`config.mk`:
```
export PLATFORM = sky130hd
export DESIGN_NAME = csh_top
export DESIGN_NICKNAME = d
export VERILOG_FILES = /design/src/rtl/csh_top.v
export VERILOG_INCLUDE_DIRS = /design/src /design/src/rtl
export SDC_FILE = /design/constraint.sdc
export NUM_CORES = 2
export LEC_CHECK = 0
export BUFFER_PORTS_ARGS = -buffer_cell sky130_fd_sc_hd__buf_4
export CORE_MARGIN = 2
export CORE_UTILIZATION = 50
export CTS_CLUSTER_DIAMETER = 50
export DETAILED_ROUTE_END_ITERATION = 10
export HOLD_SLACK_MARGIN = 0.1
export PLACE_DENSITY_LB_ADDON = 0.12
export SYNTH_ARGS = -nofsm -noshare
export SYNTH_HDL_FRONTEND = slang
export SYNTH_SLANG_ARGS = --single-unit
export TNS_END_PERCENT = 5
```
`constraint.sdc`:
```
create_clock -name ref_clk -period 4.93 [get_ports ref_clk]
set_input_delay 0.7395 -clock ref_clk [delete_from_list [all_inputs] [get_ports ref_clk]]
set_output_delay 0.7395 -clock ref_clk [all_outputs]
set_load 0.02 [all_outputs]
```
`src/rtl/csh_defs.vh`:
```
// Constants for the control/signaling change handler
`ifndef CSH_DEFS_VH
`define CSH_DEFS_VH
// Register word indices (byte address = 4 * index)
`define CSH_REG_QUEUE 4'h0
`define CSH_REG_TIMER 4'h1
`define CSH_REG_CMD 4'h2
`define CSH_REG_STATE 4'h3
`define CSH_REG_ISTA 4'h4
`define CSH_REG_MASK 4'h5
`define CSH_REG_LOC 4'h6
`define CSH_REG_VALUE 4'h7
`define CSH_REG_MAC 4'h8
`define CSH_REG_MODE 4'h9
// Field positions
`define CSH_TIMER_RATE 7
`define CSH_CMD_GO 6
`define CSH_CMD_FLUSH 4
`define CSH_INT_QUEUE 6
`define CSH_STATE_RUN 7
`define CSH_STATE_MAC 2
`define CSH_MAC_RDSEL 7
`define CSH_MODE_RUN 0
// Reset values
`define CSH_STATE_RST 8'h05
`define CSH_TIMER_RST 8'h00
// Channel codes and opcodes
`define CSH_CODE_CI 4'h8
`define CSH_CODE_SIGNAL6 4'ha
`define CSH_CODE_SIGNAL8 4'hb
`define CSH_OPC_DATA 4'h9
// Queue
`define CSH_QDEPTH 9
// Timing
`define CSH_CLK_HZ 25000000
`define CSH_TICK_US 250
`define CSH_TICK_CYC ((`CSH_TICK_US * (`CSH_CLK_HZ / 1000)) / 1000)
`endif

```
`src/rtl/csh_top.v`:
```
// Control/signaling change handler with Avalon-MM register slave
//
// Operation
// - Resend downstream value every frame until reloaded
// - Upstream change queues location, raises queue flag
// - Queue holds nine entries, memory updated
// - Beyond nine, changes stay pending, not lost
// - Only coded slots are processed as channels
// - Queue word: valid bit seven, location below
// - Command channels even location, signaling odd
// - Rate select one: sample every frame
// - Rate select zero: timer period sampling
// - Timer starts on go, stops on setup writes or mode low
// - One timer serves both the expiry output and sampling
// - Flush command clears queue and flag
// - Command bit one starts, zero ignored
// - State register live, resets to 05
// - Queue flag follows non-empty queue only
// - Mask gates only the interrupt pin
// - Opcode 111X writes code and data
// - Opcode 1001 writes data field only
// - Signaling sample stored as actual value
// - Stable updated after two equal differing samples
//
// The implementer's own choices: the Avalon-MM slave port and the register offsets.
`timescale 1ns/1ps
`include "csh_defs.vh"

module csh_top #(
   parameter TICK_CYC = `CSH_TICK_CYC
) (
   input wire ref_clk,
   input wire rst_n,
   input wire [3:0] avs_address,
   input wire avs_read,
   input wire avs_write,
   input wire [31:0] avs_writedata,
   input wire [3:0] avs_byteenable,
   output reg [31:0] avs_readdata,
   output wire avs_waitrequest,
   input wire frame_pulse,
   input wire slot_strobe,
   input wire [6:0] slot_index,
   input wire [7:0] rx_data,
   output reg [7:0] tx_data,
   output reg tx_valid,
   output wire timer_expired,
   output wire irq_out
);

   ////////////////////////////////////////////////////////////////////////////////
   // Storage
   reg [3:0] code_mem [0:255];
   reg [7:0] even_mem [0:127];
   reg [7:0] odd_mem [0:127];
   reg [6:0] q_mem [0:8];
   reg [3:0] q_wr_reg;
   reg [3:0] q_rd_reg;
   reg [3:0] q_cnt_reg;
   reg [7:0] timer_setup_reg;
   reg [7:0] mask_reg;
   reg [7:0] loc_reg;
   reg [7:0] value_reg;
   reg [7:0] mac_reg;
   reg mode_run_reg;
   reg timer_run_reg;
   reg [14:0] tick_cnt_reg;
   reg [6:0] per_cnt_reg;
   reg tick_pend_reg;
   reg sample_frame_reg;
   reg mac_busy_reg;
   reg rd_done_reg;

   wire wr_req;
   wire rd_req;
   wire mac_wr;
   wire q_pop;
   wire q_flush;
   wire q_full;
   wire queue_flag;
   wire [7:0] state_val;
   wire [7:0] ista_val;
   wire [7:0] q_word;
   wire tick_end;
   wire [7:0] up_even;
   wire [7:0] up_odd;
   wire [6:0] up_idx;
   wire [3:0] up_code;
   wire up_slot;
   wire is_ci;
   wire is_signal;
   wire ci_change;
   wire signal_change;
   wire mac_go;
   wire do_push;
   wire [6:0] push_loc;
   wire [7:0] mem_idx;
   wire [6:0] ds_idx;
   wire [3:0] ds_code;
   reg [7:0] rd_mux;

   ////////////////////////////////////////////////////////////////////////////////
   // Bus handshake
   // Reads take one wait cycle so the queue pop lines up with the captured word
   assign rd_req = avs_read & ~rd_done_reg;
   assign mac_wr = avs_write & avs_byteenable[0] & (avs_address == `CSH_REG_MAC);
   // Memory op stalls while a serial slot owns the memory this cycle
   assign avs_waitrequest = rd_req | (mac_wr & slot_strobe);
   assign wr_req = avs_write & ~avs_waitrequest & avs_byteenable[0];

   // Read completion flag
   always @(posedge ref_clk or negedge rst_n) begin
      if (!rst_n) begin
         rd_done_reg <= 1'b0;
      end else begin
         rd_done_reg <= rd_req;
      end
   end

   ////////////////////////////////////////////////////////////////////////////////
   // Queue word and status values
   // Valid flag above location
   assign q_word = (q_cnt_reg != 4'h0) ? {1'b1, q_mem[q_rd_reg]} : 8'h00;
   // Pop only when an entry exists
   assign q_pop = rd_req & (avs_address == `CSH_REG_QUEUE) & (q_cnt_reg != 4'h0);
   // Only ones in the command start operations
   assign q_flush = wr_req & (avs_address == `CSH_REG_CMD) & avs_writedata[`CSH_CMD_FLUSH];
   assign q_full = (q_cnt_reg == `CSH_QDEPTH);
   // Flag is the live non-empty state
   assign queue_flag = (q_cnt_reg != 4'h0);
   assign ista_val = {1'b0, queue_flag, 6'h00};
   // Live state; feature-handler empty bit fixed high since that handler is outside
   assign state_val = {timer_run_reg, 4'h0, mac_busy_reg, 1'b0, 1'b1};
   assign irq_out = queue_flag & ~mask_reg[`CSH_INT_QUEUE];

   // Read data selection
   always @* begin
      case (avs_address)
         `CSH_REG_QUEUE: rd_mux = q_word;
         `CSH_REG_STATE: rd_mux = state_val;
         `CSH_REG_ISTA: rd_mux = ista_val;
         `CSH_REG_MASK: rd_mux = mask_reg;
         `CSH_REG_LOC: rd_mux = loc_reg;
         `CSH_REG_VALUE: rd_mux = value_reg;
         `CSH_REG_MAC: rd_mux = mac_reg;
         `CSH_REG_MODE: rd_mux = {7'h00, mode_run_reg};
         default: rd_mux = 8'h00;
      endcase
   end

   // Read data register; write-only and unmapped words read zero
   always @(posedge ref_clk or negedge rst_n) begin
      if (!rst_n) begin
         avs_readdata <= 32'h00000000;
      end else if (rd_req) begin
         avs_readdata <= {24'h000000, rd_mux};
      end
   end

   ////////////////////////////////////////////////////////////////////////////////
   // Plain control registers
   always @(posedge ref_clk or negedge rst_n) begin
      if (!rst_n) begin
         timer_setup_reg <= `CSH_TIMER_RST;
         mask_reg <= 8'h00;
         loc_reg <= 8'h00;
         mac_reg <= 8'h00;
         mode_run_reg <= 1'b0;
      end else if (wr_req) begin
         case (avs_address)
            `CSH_REG_TIMER: timer_setup_reg <= avs_writedata[7:0];
            `CSH_REG_MASK: mask_reg <= avs_writedata[7:0];
            `CSH_REG_LOC: loc_reg <= avs_writedata[7:0];
            `CSH_REG_MAC: mac_reg <= avs_writedata[7:0];
            `CSH_REG_MODE: mode_run_reg <= avs_writedata[`CSH_MODE_RUN];
            default: mode_run_reg <= mode_run_reg;
         endcase
      end
   end

   ////////////////////////////////////////////////////////////////////////////////
   // Timer
   // Period is (1 + value) base ticks
   assign tick_end = timer_run_reg & (tick_cnt_reg == TICK_CYC - 1)
      & (per_cnt_reg == timer_setup_reg[6:0]);
   // Same expiry feeds the timer_expired output and the frame sampling
   assign timer_expired = tick_end;

   // Go starts, setup write or mode bit low stops
   always @(posedge ref_clk or negedge rst_n) begin
      if (!rst_n) begin
         timer_run_reg <= 1'b0;
         tick_cnt_reg <= 15'h0000;
         per_cnt_reg <= 7'h00;
      end else if ((wr_req & (avs_address == `CSH_REG_TIMER)) | ~mode_run_reg) begin
         timer_run_reg <= 1'b0;
         tick_cnt_reg <= 15'h0000;
         per_cnt_reg <= 7'h00;
      end else if (wr_req & (avs_address == `CSH_REG_CMD) & avs_writedata[`CSH_CMD_GO]) begin
         timer_run_reg <= 1'b1;
         tick_cnt_reg <= 15'h0000;
         per_cnt_reg <= 7'h00;
      end else if (timer_run_reg) begin
         if (tick_cnt_reg == TICK_CYC - 1) begin
            tick_cnt_reg <= 15'h0000;
            per_cnt_reg <= tick_end ? 7'h00 : per_cnt_reg + 7'h01;
         end else begin
            tick_cnt_reg <= tick_cnt_reg + 15'h0001;
         end
      end
   end

   // Rate select one samples every frame, timer untouched
   // Expiry is held until the next frame so sampling always covers a whole frame
   always @(posedge ref_clk or negedge rst_n) begin
      if (!rst_n) begin
         tick_pend_reg <= 1'b0;
         sample_frame_reg <= 1'b0;
      end else if (frame_pulse) begin
         sample_frame_reg <= timer_setup_reg[`CSH_TIMER_RATE] | tick_pend_reg | tick_end;
         tick_pend_reg <= 1'b0;
      end else if (tick_end) begin
         tick_pend_reg <= 1'b1;
      end
   end

   ////////////////////////////////////////////////////////////////////////////////
   // Upstream change detection
   assign up_slot = slot_strobe & slot_index[0] & mode_run_reg;
   assign up_idx = {1'b1, slot_index[6:1]};
   assign up_code = code_mem[{1'b1, slot_index}];
   assign up_even = even_mem[up_idx];
   assign up_odd = odd_mem[up_idx];
   // Only coded slot pairs are handled
   assign is_ci = up_slot & (up_code == `CSH_CODE_CI);
   assign is_signal = up_slot & sample_frame_reg
      & ((up_code == `CSH_CODE_SIGNAL6) | (up_code == `CSH_CODE_SIGNAL8));
   // Command value differs from stored one
   assign ci_change = is_ci & (rx_data != up_even);
   // Second equal sample differing from stable value
   assign signal_change = is_signal & (rx_data == up_even) & (rx_data != up_odd);
   // Full queue or a flush leaves the change pending, so none is lost
   assign do_push = (ci_change | signal_change) & ~q_full & ~q_flush;
   // Even location for commands, odd for signaling
   assign push_loc = {slot_index[6:1], signal_change};

   always @(posedge ref_clk or negedge rst_n) begin
      if (!rst_n) begin
         q_wr_reg <= 4'h0;
         q_rd_reg <= 4'h0;
         q_cnt_reg <= 4'h0;
      end else if (q_flush) begin
         // Flush clears entries and flag at once
         q_wr_reg <= 4'h0;
         q_rd_reg <= 4'h0;
         q_cnt_reg <= 4'h0;
      end else begin
         if (do_push) begin
            q_wr_reg <= (q_wr_reg == `CSH_QDEPTH - 1) ? 4'h0 : q_wr_reg + 4'h1;
         end
         if (q_pop) begin
            q_rd_reg <= (q_rd_reg == `CSH_QDEPTH - 1) ? 4'h0 : q_rd_reg + 4'h1;
         end
         q_cnt_reg <= q_cnt_reg + {3'h0, do_push} - {3'h0, q_pop};
      end
   end

   // Queue entry storage
   always @(posedge ref_clk) begin
      if (do_push & ~q_flush) begin
         q_mem[q_wr_reg] <= push_loc;
      end
   end

   ////////////////////////////////////////////////////////////////////////////////
   // Control memory write ports
   // Software and serial slots never write in the same cycle
   assign mem_idx = loc_reg;
   // Opcode qualifies the access; it runs at the accepting edge
   // the only cycle the strobe stall keeps free of serial writes
   assign mac_go = wr_req & (avs_address == `CSH_REG_MAC)
      & ((avs_writedata[6:4] == 3'h7) | (avs_writedata[6:3] == `CSH_OPC_DATA));

   // Even data field
   always @(posedge ref_clk) begin
      if (do_push & ci_change) begin
         even_mem[up_idx] <= rx_data;
      end else if (is_signal) begin
         // Every sample kept as actual value
         even_mem[up_idx] <= rx_data;
      end else if (mac_go & ~avs_writedata[`CSH_MAC_RDSEL] & ~mem_idx[0]) begin
         even_mem[{mem_idx[7], mem_idx[6:1]}] <= value_reg;
      end
   end

   // Odd data field
   always @(posedge ref_clk) begin
      if (do_push & signal_change) begin
         odd_mem[up_idx] <= rx_data;
      end else if (mac_go & ~avs_writedata[`CSH_MAC_RDSEL] & mem_idx[0]) begin
         odd_mem[{mem_idx[7], mem_idx[6:1]}] <= value_reg;
      end
   end

   // Code field written by the code-and-data opcode
   always @(posedge ref_clk) begin
      if (mac_go & ~avs_writedata[`CSH_MAC_RDSEL] & (avs_writedata[6:4] == 3'h7)) begin
         code_mem[mem_idx] <= avs_writedata[3:0];
      end
   end

   // Busy flag resets high so the state register shows 05 in reset and 01 from the first clock after
   always @(posedge ref_clk or negedge rst_n) begin
      if (!rst_n) begin
         mac_busy_reg <= 1'b1;
         value_reg <= 8'h00;
      end else begin
         mac_busy_reg <= mac_go;
         if (wr_req & (avs_address == `CSH_REG_VALUE)) begin
            value_reg <= avs_writedata[7:0];
         end else if (mac_go & avs_writedata[`CSH_MAC_RDSEL]
            & (avs_writedata[6:3] == `CSH_OPC_DATA)) begin
            value_reg <= mem_idx[0] ? odd_mem[{mem_idx[7], mem_idx[6:1]}]
               : even_mem[{mem_idx[7], mem_idx[6:1]}];
         end
      end
   end

   ////////////////////////////////////////////////////////////////////////////////
   // Downstream transmit
   assign ds_idx = {1'b0, slot_index[6:1]};
   assign ds_code = code_mem[{1'b0, slot_index[6:1], 1'b0}];

   // Even downstream value resent in each odd slot whose even code is a channel code
   // Value taken from the even location
   always @(posedge ref_clk or negedge rst_n) begin
      if (!rst_n) begin
         tx_data <= 8'hff;
         tx_valid <= 1'b0;
      end else if (slot_strobe & slot_index[0]) begin
         tx_valid <= (ds_code == `CSH_CODE_CI) | (ds_code == `CSH_CODE_SIGNAL6)
            | (ds_code == `CSH_CODE_SIGNAL8);
         tx_data <= even_mem[ds_idx];
      end else begin
         tx_valid <= 1'b0;
      end
   end

endmodule // csh_top

```
-- Word-level counts from Yosys, hierarchy flattened
Memory sizes are Yosys's and may differ from the RTL's. A register that Yosys moved wholly into a read port is not among the register bits.
Cells that the tools add are included.
- equality and inequality tests: 25
- $add $sub $neg: 6
- mux-type cells: 51
- reductions and logical operators: 18
- bitwise logic cells: 55
- operator list (cell ; count):
    $pmux 8 s8 ; 1
    $mux 15 ; 4
    $mux 8 ; 7
    $mux 7 ; 7
    $eq 4x4->1 const B ; 12
    $and 1x1->1 ; 37
    $mux 4 ; 7
    $mux 1 ; 25
    $eq 4x3->1 const B ; 4
    $ne 8x8->1 ; 2
    $reduce_or 8->1 ; 2
    $add 15x1->15 const B ; 1
    $eq 15x13->1 const B ; 1
    $reduce_and 2->1 ; 6
    $or 1x1->1 ; 10
    $reduce_bool 2->1 ; 5
    $add 4x1->4 const B ; 2
    $eq 4x2->1 const B ; 2
    $eq 8x8->1 ; 1
    $not 1->1 ; 8
    $add 7x1->7 const B ; 1
    $eq 7x7->1 ; 1
    $reduce_bool 3->1 ; 2
    $add 4x1->4 ; 1
    other kinds (6) ; 6
- logic and storage cells: 177
- bits in registers: 89
- bits in writable memories: 3135
- output and inout port bits: 44
- memories kept: 4
- memory list (name ; depth ; bits a word ; read ports ; clocked after Yosys merged registers in ; wr ports ; RTL line ; text):
    code_mem ; 256 ; 4 ; 2 ; 0 ; 1 ; csh_top.v:53 ; reg [3:0] code_mem [0:255];
    even_mem ; 128 ; 8 ; 3 ; 1 ; 1 ; csh_top.v:54 ; reg [7:0] even_mem [0:127];
    odd_mem ; 128 ; 8 ; 2 ; 0 ; 1 ; csh_top.v:55 ; reg [7:0] odd_mem [0:127];
    q_mem ; 9 ; 7 ; 1 ; 0 ; 1 ; csh_top.v:56 ; reg [6:0] q_mem [0:8];

-- Longest topological paths before layout
- word-level depth: 17
- mapped depth: 24
- mapped depth without buffers: 17

-- Least setup slack after synthesis
Ideal clock, no wire load.
- kind: input -> register
- start: in avs_address[1]
- end: mem even_mem[0][0] (data pin)
- setup slack: -0.440 ns
- arrival time: 4.859 ns
- data required time: 4.419 ns
- stages on the path: 10
- cell sequence: clkbuf_1 > nor4_2 > nand2_1 > or2_2 > nor3_1 > clkbuf_1 > buf_1 > buf_1 > nand2_1 > nand2_1
- cells in the longest elaborated chain, start to end: 17
- elaborated cells on any way between the ends: 23
- those cells by class: eq/ne (2); mux (5); bitwise (15); reduce/logical (1)
- RTL lines (element ; RTL line ; text):
    start: declaration ; csh_top.v:34 ; input wire [3:0] avs_address,
    $eq 4x4->1 ; -- ;
    $and 1x1->1 ; csh_top.v:106 ; assign mac_wr = avs_write & avs_byteenable[0] & (avs_address == `CSH_REG_MAC);
    $and 1x1->1 ; csh_top.v:108 ; assign avs_waitrequest = rd_req | (mac_wr & slot_strobe);
    $or 1x1->1 ; csh_top.v:108 ;
    $not 1->1 ; csh_top.v:109 ; assign wr_req = avs_write & ~avs_waitrequest & avs_byteenable[0];
    $and 1x1->1 (2 in series) ; csh_top.v:109 ;
    $and 1x1->1 (2 in series) ; csh_top.v:281 ; assign mac_go = wr_req & (avs_address == `CSH_REG_MAC)
    $and 1x1->1 (2 in series) ; csh_top.v:291 ; end else if (mac_go & ~avs_writedata[`CSH_MAC_RDSEL] & ~mem_idx[0]) begin
    $mux 1 ; csh_top.v:291 ;
    $mux 1 ; csh_top.v:288 ; end else if (is_signal) begin
    $mux 1 (*) ; csh_top.v:286 ; if (do_push & ci_change) begin
    $mux 1 (implied by the code) (*) ; csh_top.v:292 ; even_mem[{mem_idx[7], mem_idx[6:1]}] <= value_reg;
    $reduce_or 8->1 (no source line) (*) ; -- ;
    $mux 8 (no source line) (*) ; -- ;
    end: declaration ; csh_top.v:54 ;
Every way passes the cells marked *; elsewhere a longest branch is shown, timed or not.

-- Worst setup path after layout
- start: in slot_index[2]
- end: reg q_cnt_reg[2]
- cells in the longest elaborated chain, start to end: 12
- elaborated cells on any way between the ends: 21
- those cells by class: add/sub (2); eq/ne (6); mux (1); bitwise (9); memory (3)
- RTL lines (element ; RTL line ; text):
    start: declaration ; csh_top.v:43 ; input wire [6:0] slot_index,
    $mem_v2 256x4 ; -- ;
    $eq 4x4->1 (no source line) ; -- ;
    $or 1x1->1 ; csh_top.v:237 ; & ((up_code == `CSH_CODE_SIGNAL6) | (up_code == `CSH_CODE_SIGNAL8));
    $and 1x1->1 ; csh_top.v:236 ; assign is_signal = up_slot & sample_frame_reg
    $and 1x1->1 (2 in series) ; csh_top.v:241 ; assign signal_change = is_signal & (rx_data == up_even) & (rx_data != up_odd);
    $or 1x1->1 (*) ; csh_top.v:243 ; assign do_push = (ci_change | signal_change) & ~q_full & ~q_flush;
    $and 1x1->1 (*) (2 in series) ; csh_top.v:243 ;
    $add 4x1->4 (*) ; csh_top.v:264 ; q_cnt_reg <= q_cnt_reg + {3'h0, do_push} - {3'h0, q_pop};
    $sub 4x1->4 (*) ; csh_top.v:264 ;
    $mux 4 (*) ; csh_top.v:252 ; end else if (q_flush) begin
    end signal: assignment ; csh_top.v:264 ;
    end: declaration ; csh_top.v:59 ; reg [3:0] q_cnt_reg;
Marks and branches as above.
A chain may end at the register's enable or synchronous reset.

==> reports/qor.txt <==
CTS buffer count: 352
Cells on worst reg2reg path: 16
Starting density of the core: 0.5036
Unique masters post-synth: 88
H-tree Lvls: 5
Yosys reg bits: 2976
Worst Hold Path Cells: 1
Setup Skew: 0.07811 ns
Crit share post-route: 0.9921
Root buf cell: clkbuf_16
Filler instances: 18950
Initial antenna violation count: 28
Post-synthesis compound-gate area fraction: 0.03834
Post-Synth Simple-Gate Area: 0.04716
Area grow syn2layout: 17.86%
Fmax: 0.2045 GHz
WP data arrival: 5.62 ns
Max-cap violations: 1
Dpl hpwl: 264.6 mm
Setup violators final: 0
Vias in the first global route: 76040
First-pass GRT wire length: 565.7 mm
Hold Crit Class: input port to flop
Pwr per Cell Area: 407.6 mW/mm2
DR vias: 76340
Hold endpoint: code_mem[157][3]
Slew headroom: -0.009250
RSZ-0062 raised after global routing: true
Measured slew at the worst slew-check pin: 1.514 ns
Die area: 0.2633 mm2
Die Ht: 513.2 um
Share of post-route cells with drive strength above 1: 0.3102
R2R Path End: odd_mem[73][5]
Die width: 513.2 um
Layout Cells excl Fill: 11660
Clock sinks: 2976
EDFF count, synth: 2879
Row Count: 186
Failing checks: max-capacitance violations, max-slew violations
Clk_lat worst skew: 0.92 ns
P_leak: 50.23 nW
Sequential share of the synthesized area: 0.6858
Grt ovf: 0
Initial drt markers: 10660
CP required: 5.66 ns
I/O pins: 105
Slew Limit Fails: 10
Setup_tns: 0 ns
R2R setup slack: 0.11 ns
CTS max path bufs: 4
Post-Syn Area: 0.1296 mm2
Vias per inst: 6.546
Post-Synth XOR/XNOR Area: 0.003176
Async SR Flop Fraction: 0.03259
Crit end category: flop
GRT Total Usage: 0.3018
Antenna Nets Post-Route: 0
Worst r2r src: even_mem[107][6]
CTS clk-pin slew, worst paths: 0.06 ns
Drt total wl: 399.8 mm
Mux cell area share after synthesis: 0.2044
Post-synthesis cell count: 7156
Critical path peak fanout: 27
Largest net degree at the start of global routing: 129
Nets: 8066
Placed instance count: 11010
Fin. Hold Viols: 0
Fin crit period: 4.891 ns
Largest family of logic cells by synthesized area: multiplexers
Port Buffers: 53
# DRC: 0
WL/cell: 34.28 um
Post-synthesis adder-cell area fraction: 0.001602
Critical path startpoint category: input port
Status: complete, but fails checks
Biggest regs: even_mem (1024), odd_mem (1024), code_mem (768)
TritonCTS clock tree: built
1st-pass router iterations: 8
WS Path Type: input port to flop
RD Place Congestion: 0.9248
Yosys warns: 0
Power, Total: 62.27 mW
Peak VDD IR: 0.0003151 V
Mean post-synth cell area: 18.11 um2
Hold Crit Start: avs_writedata[3]
Core area: 0.2574 mm2
Predominant post-synthesis flop cell: edfxtp_1
==> cell type report <==
cell class	count	area (um2)	area share
Multi-Input combinational cell	3633	38660	0.2531
Clock buffer	422	9260	0.06062
Sequential cell	2976	88910	0.5820
Antenna cell	3	7.507	0.00004914
Clock inverter	218	2385	0.01561
Inverter	83	314.1	0.002056
Timing Repair Buffer	943	8985	0.05882
Tap cell	3384	4234	0.02772
==> cell usage in the layout (no fill, tap or decap), types with 18 or more instances in the layout <==
| cell | instances |
|---|---|
| a22oi_1 | 158 |
| clkinv_2 | 47 |
| xor2_1 | 26 |
| buf_4 | 786 |
| nand3_1 | 106 |
| a21oi_1 | 159 |
| mux2i_1 | 496 |
| and3_1 | 26 |
| nand2_1 | 199 |
| o311ai_0 | 18 |
| inv_1 | 78 |
| a31oi_1 | 18 |
| mux2_2 | 71 |
| nand2b_1 | 42 |
| xnor2_1 | 20 |
| clkinv_1 | 51 |
| inv_6 | 27 |
| dfrtp_1 | 82 |
| clkbuf_1 | 59 |
| buf_12 | 137 |
| nor2b_1 | 88 |
| mux4_2 | 919 |
| nand4_1 | 35 |
| nor3_1 | 72 |
| edfxtp_1 | 2879 |
| a221oi_1 | 26 |
| conb_1 | 24 |
| clkbuf_16 | 359 |
| o22ai_1 | 88 |
| bufinv_16 | 39 |
| nor2_1 | 571 |
| o21ai_0 | 129 |
| clkinvlp_4 | 24 |
| and2_1 | 25 |
==> Yosys cell counts (all sizes together), types with 17 or more instances <==
| cell | number | area [um2] |
|---|---|---|
| mux4 | 920 | 20720 |
| nor4 | 34 | 234.0 |
| clkbuf | 250 | 938.4 |
| dfrtp | 88 | 2202 |
| xor2 | 27 | 236.5 |
| a221oi | 26 | 227.7 |
| nor2 | 578 | 2170 |
| nor3 | 73 | 365.4 |
| edfxtp | 2879 | 86450 |
| buf | 237 | 1272 |
| and3 | 26 | 162.7 |
| xnor2 | 20 | 175.2 |
| nand3 | 106 | 530.5 |
| a21oi | 161 | 805.8 |
| o22ai | 88 | 550.5 |
| mux2 | 71 | 799.5 |
| a22oi | 158 | 1186 |
| nor3b | 17 | 127.6 |
| a31oi | 22 | 137.6 |
| o21ai | 134 | 678.2 |
| nand2 | 217 | 814.5 |
| and2 | 28 | 175.2 |
| o311ai | 18 | 157.7 |
| inv | 80 | 300.3 |
| nand2b | 45 | 281.5 |
| nor2b | 94 | 588.1 |
| nand4 | 35 | 219.0 |
| mux2i | 497 | 4975 |
==> report_power, final <==
group	internal [mW]	switching, mW	total, mW	leakage, nW
registers	27.9	0.327	28.2	27.1
logic	3.20	4.80	7.99	17.5
clock network	15.6	10.5	26.1	5.63
total	46.6	15.7	62.3	50.2
==> metrics by stage <==
| stage | instance area [um2] | worst slack (ns) | utilization | hold WS, ns |
|---|---|---|---|---|
| after global routing | 152800 | -0.01296 | 0.5935 | 0.1665 |
| final | 152800 | 0.03900 | 0.5935 | 0.2138 |
| after floorplan | 129700 | -0.3488 | - | 0.4439 |
| after detailed placement | 140800 | -1.474 | 0.5472 | 0.4813 |
| after CTS | 152600 | 0.003174 | 0.5929 | 0.1647 |
| after global placement | 140800 | -1.559 | 0.5472 | 0.4798 |
==> worst max-delay path, cell delays in order <==
cell and delay, ns:
buf_8 0.16, buf_8 0.24, buf_16 0.24, buf_12 0.20
buf_4 0.21, mux4_2 0.39, mux4_2 0.53, o21ai_1 0.23
a21oi_1 0.11, xor2_1 0.20, a2111oi_4 0.76, buf_4 0.25
o21ai_2 0.07, nand3_1 0.12, ha_1 0.14, inv_1 0.04
ha_1 0.21, fa_1 0.42, xnor2_1 0.18, nor2_1 0.06
==> metal layers <==
metal  up-vias  wire, um  global-route usage  part of all wire
li1      31080         -                   -                 -
met1     40060    155800              0.4254              0.39
met2      4359    185200              0.4651              0.46
met3       827     41140             0.06420              0.10
met4        12     17600              0.1151             0.044
met5         -        78                   0           0.00020
==> cells by family (layout without fill, tap and decap cells) <==
logic type,Yosys count,in the layout
flops,2976,2976
mux,1488,1488
simple gates,1309,1309
compound gates,749,749
buf+inv,570,1666
xor+xnor,47,47
fa+ha+maj,16,16
other cells,1,27
==> repair_timing <==
| item | 4_1_cts | 5_1_grt |
|---|---|---|
| hold buffers | 2 | 0 |
| cloned | 2 | 0 |
| setup buffers | 0 | 3 |
| pin swaps | 1 | 2 |
| endpoints found under the setup margin | 551 | 353 |
| endpoints found under the hold margin | 57 | 0 |
| gates resized for setup | 7 | 23 |
==> worst max-delay path by stage <==
stage | startpoint | endpoint | slack [ns] | cells past startpoint
after detailed placement | slot_index[1] | q_cnt_reg[2] | -1.47 | 20
after floorplan | avs_address[1] | odd_mem[0][0] | -0.35 | 11
after global routing | slot_index[1] | q_cnt_reg[3] | -0.01 | 24
final | slot_index[2] | q_cnt_reg[2] | 0.04 | 20
after CTS | even_mem[107][6] | odd_mem[91][0] | 0.003 | 16
after global placement | slot_index[1] | q_cnt_reg[3] | -1.56 | 21
Note: power is estimated with default switching activity, not from simulation.
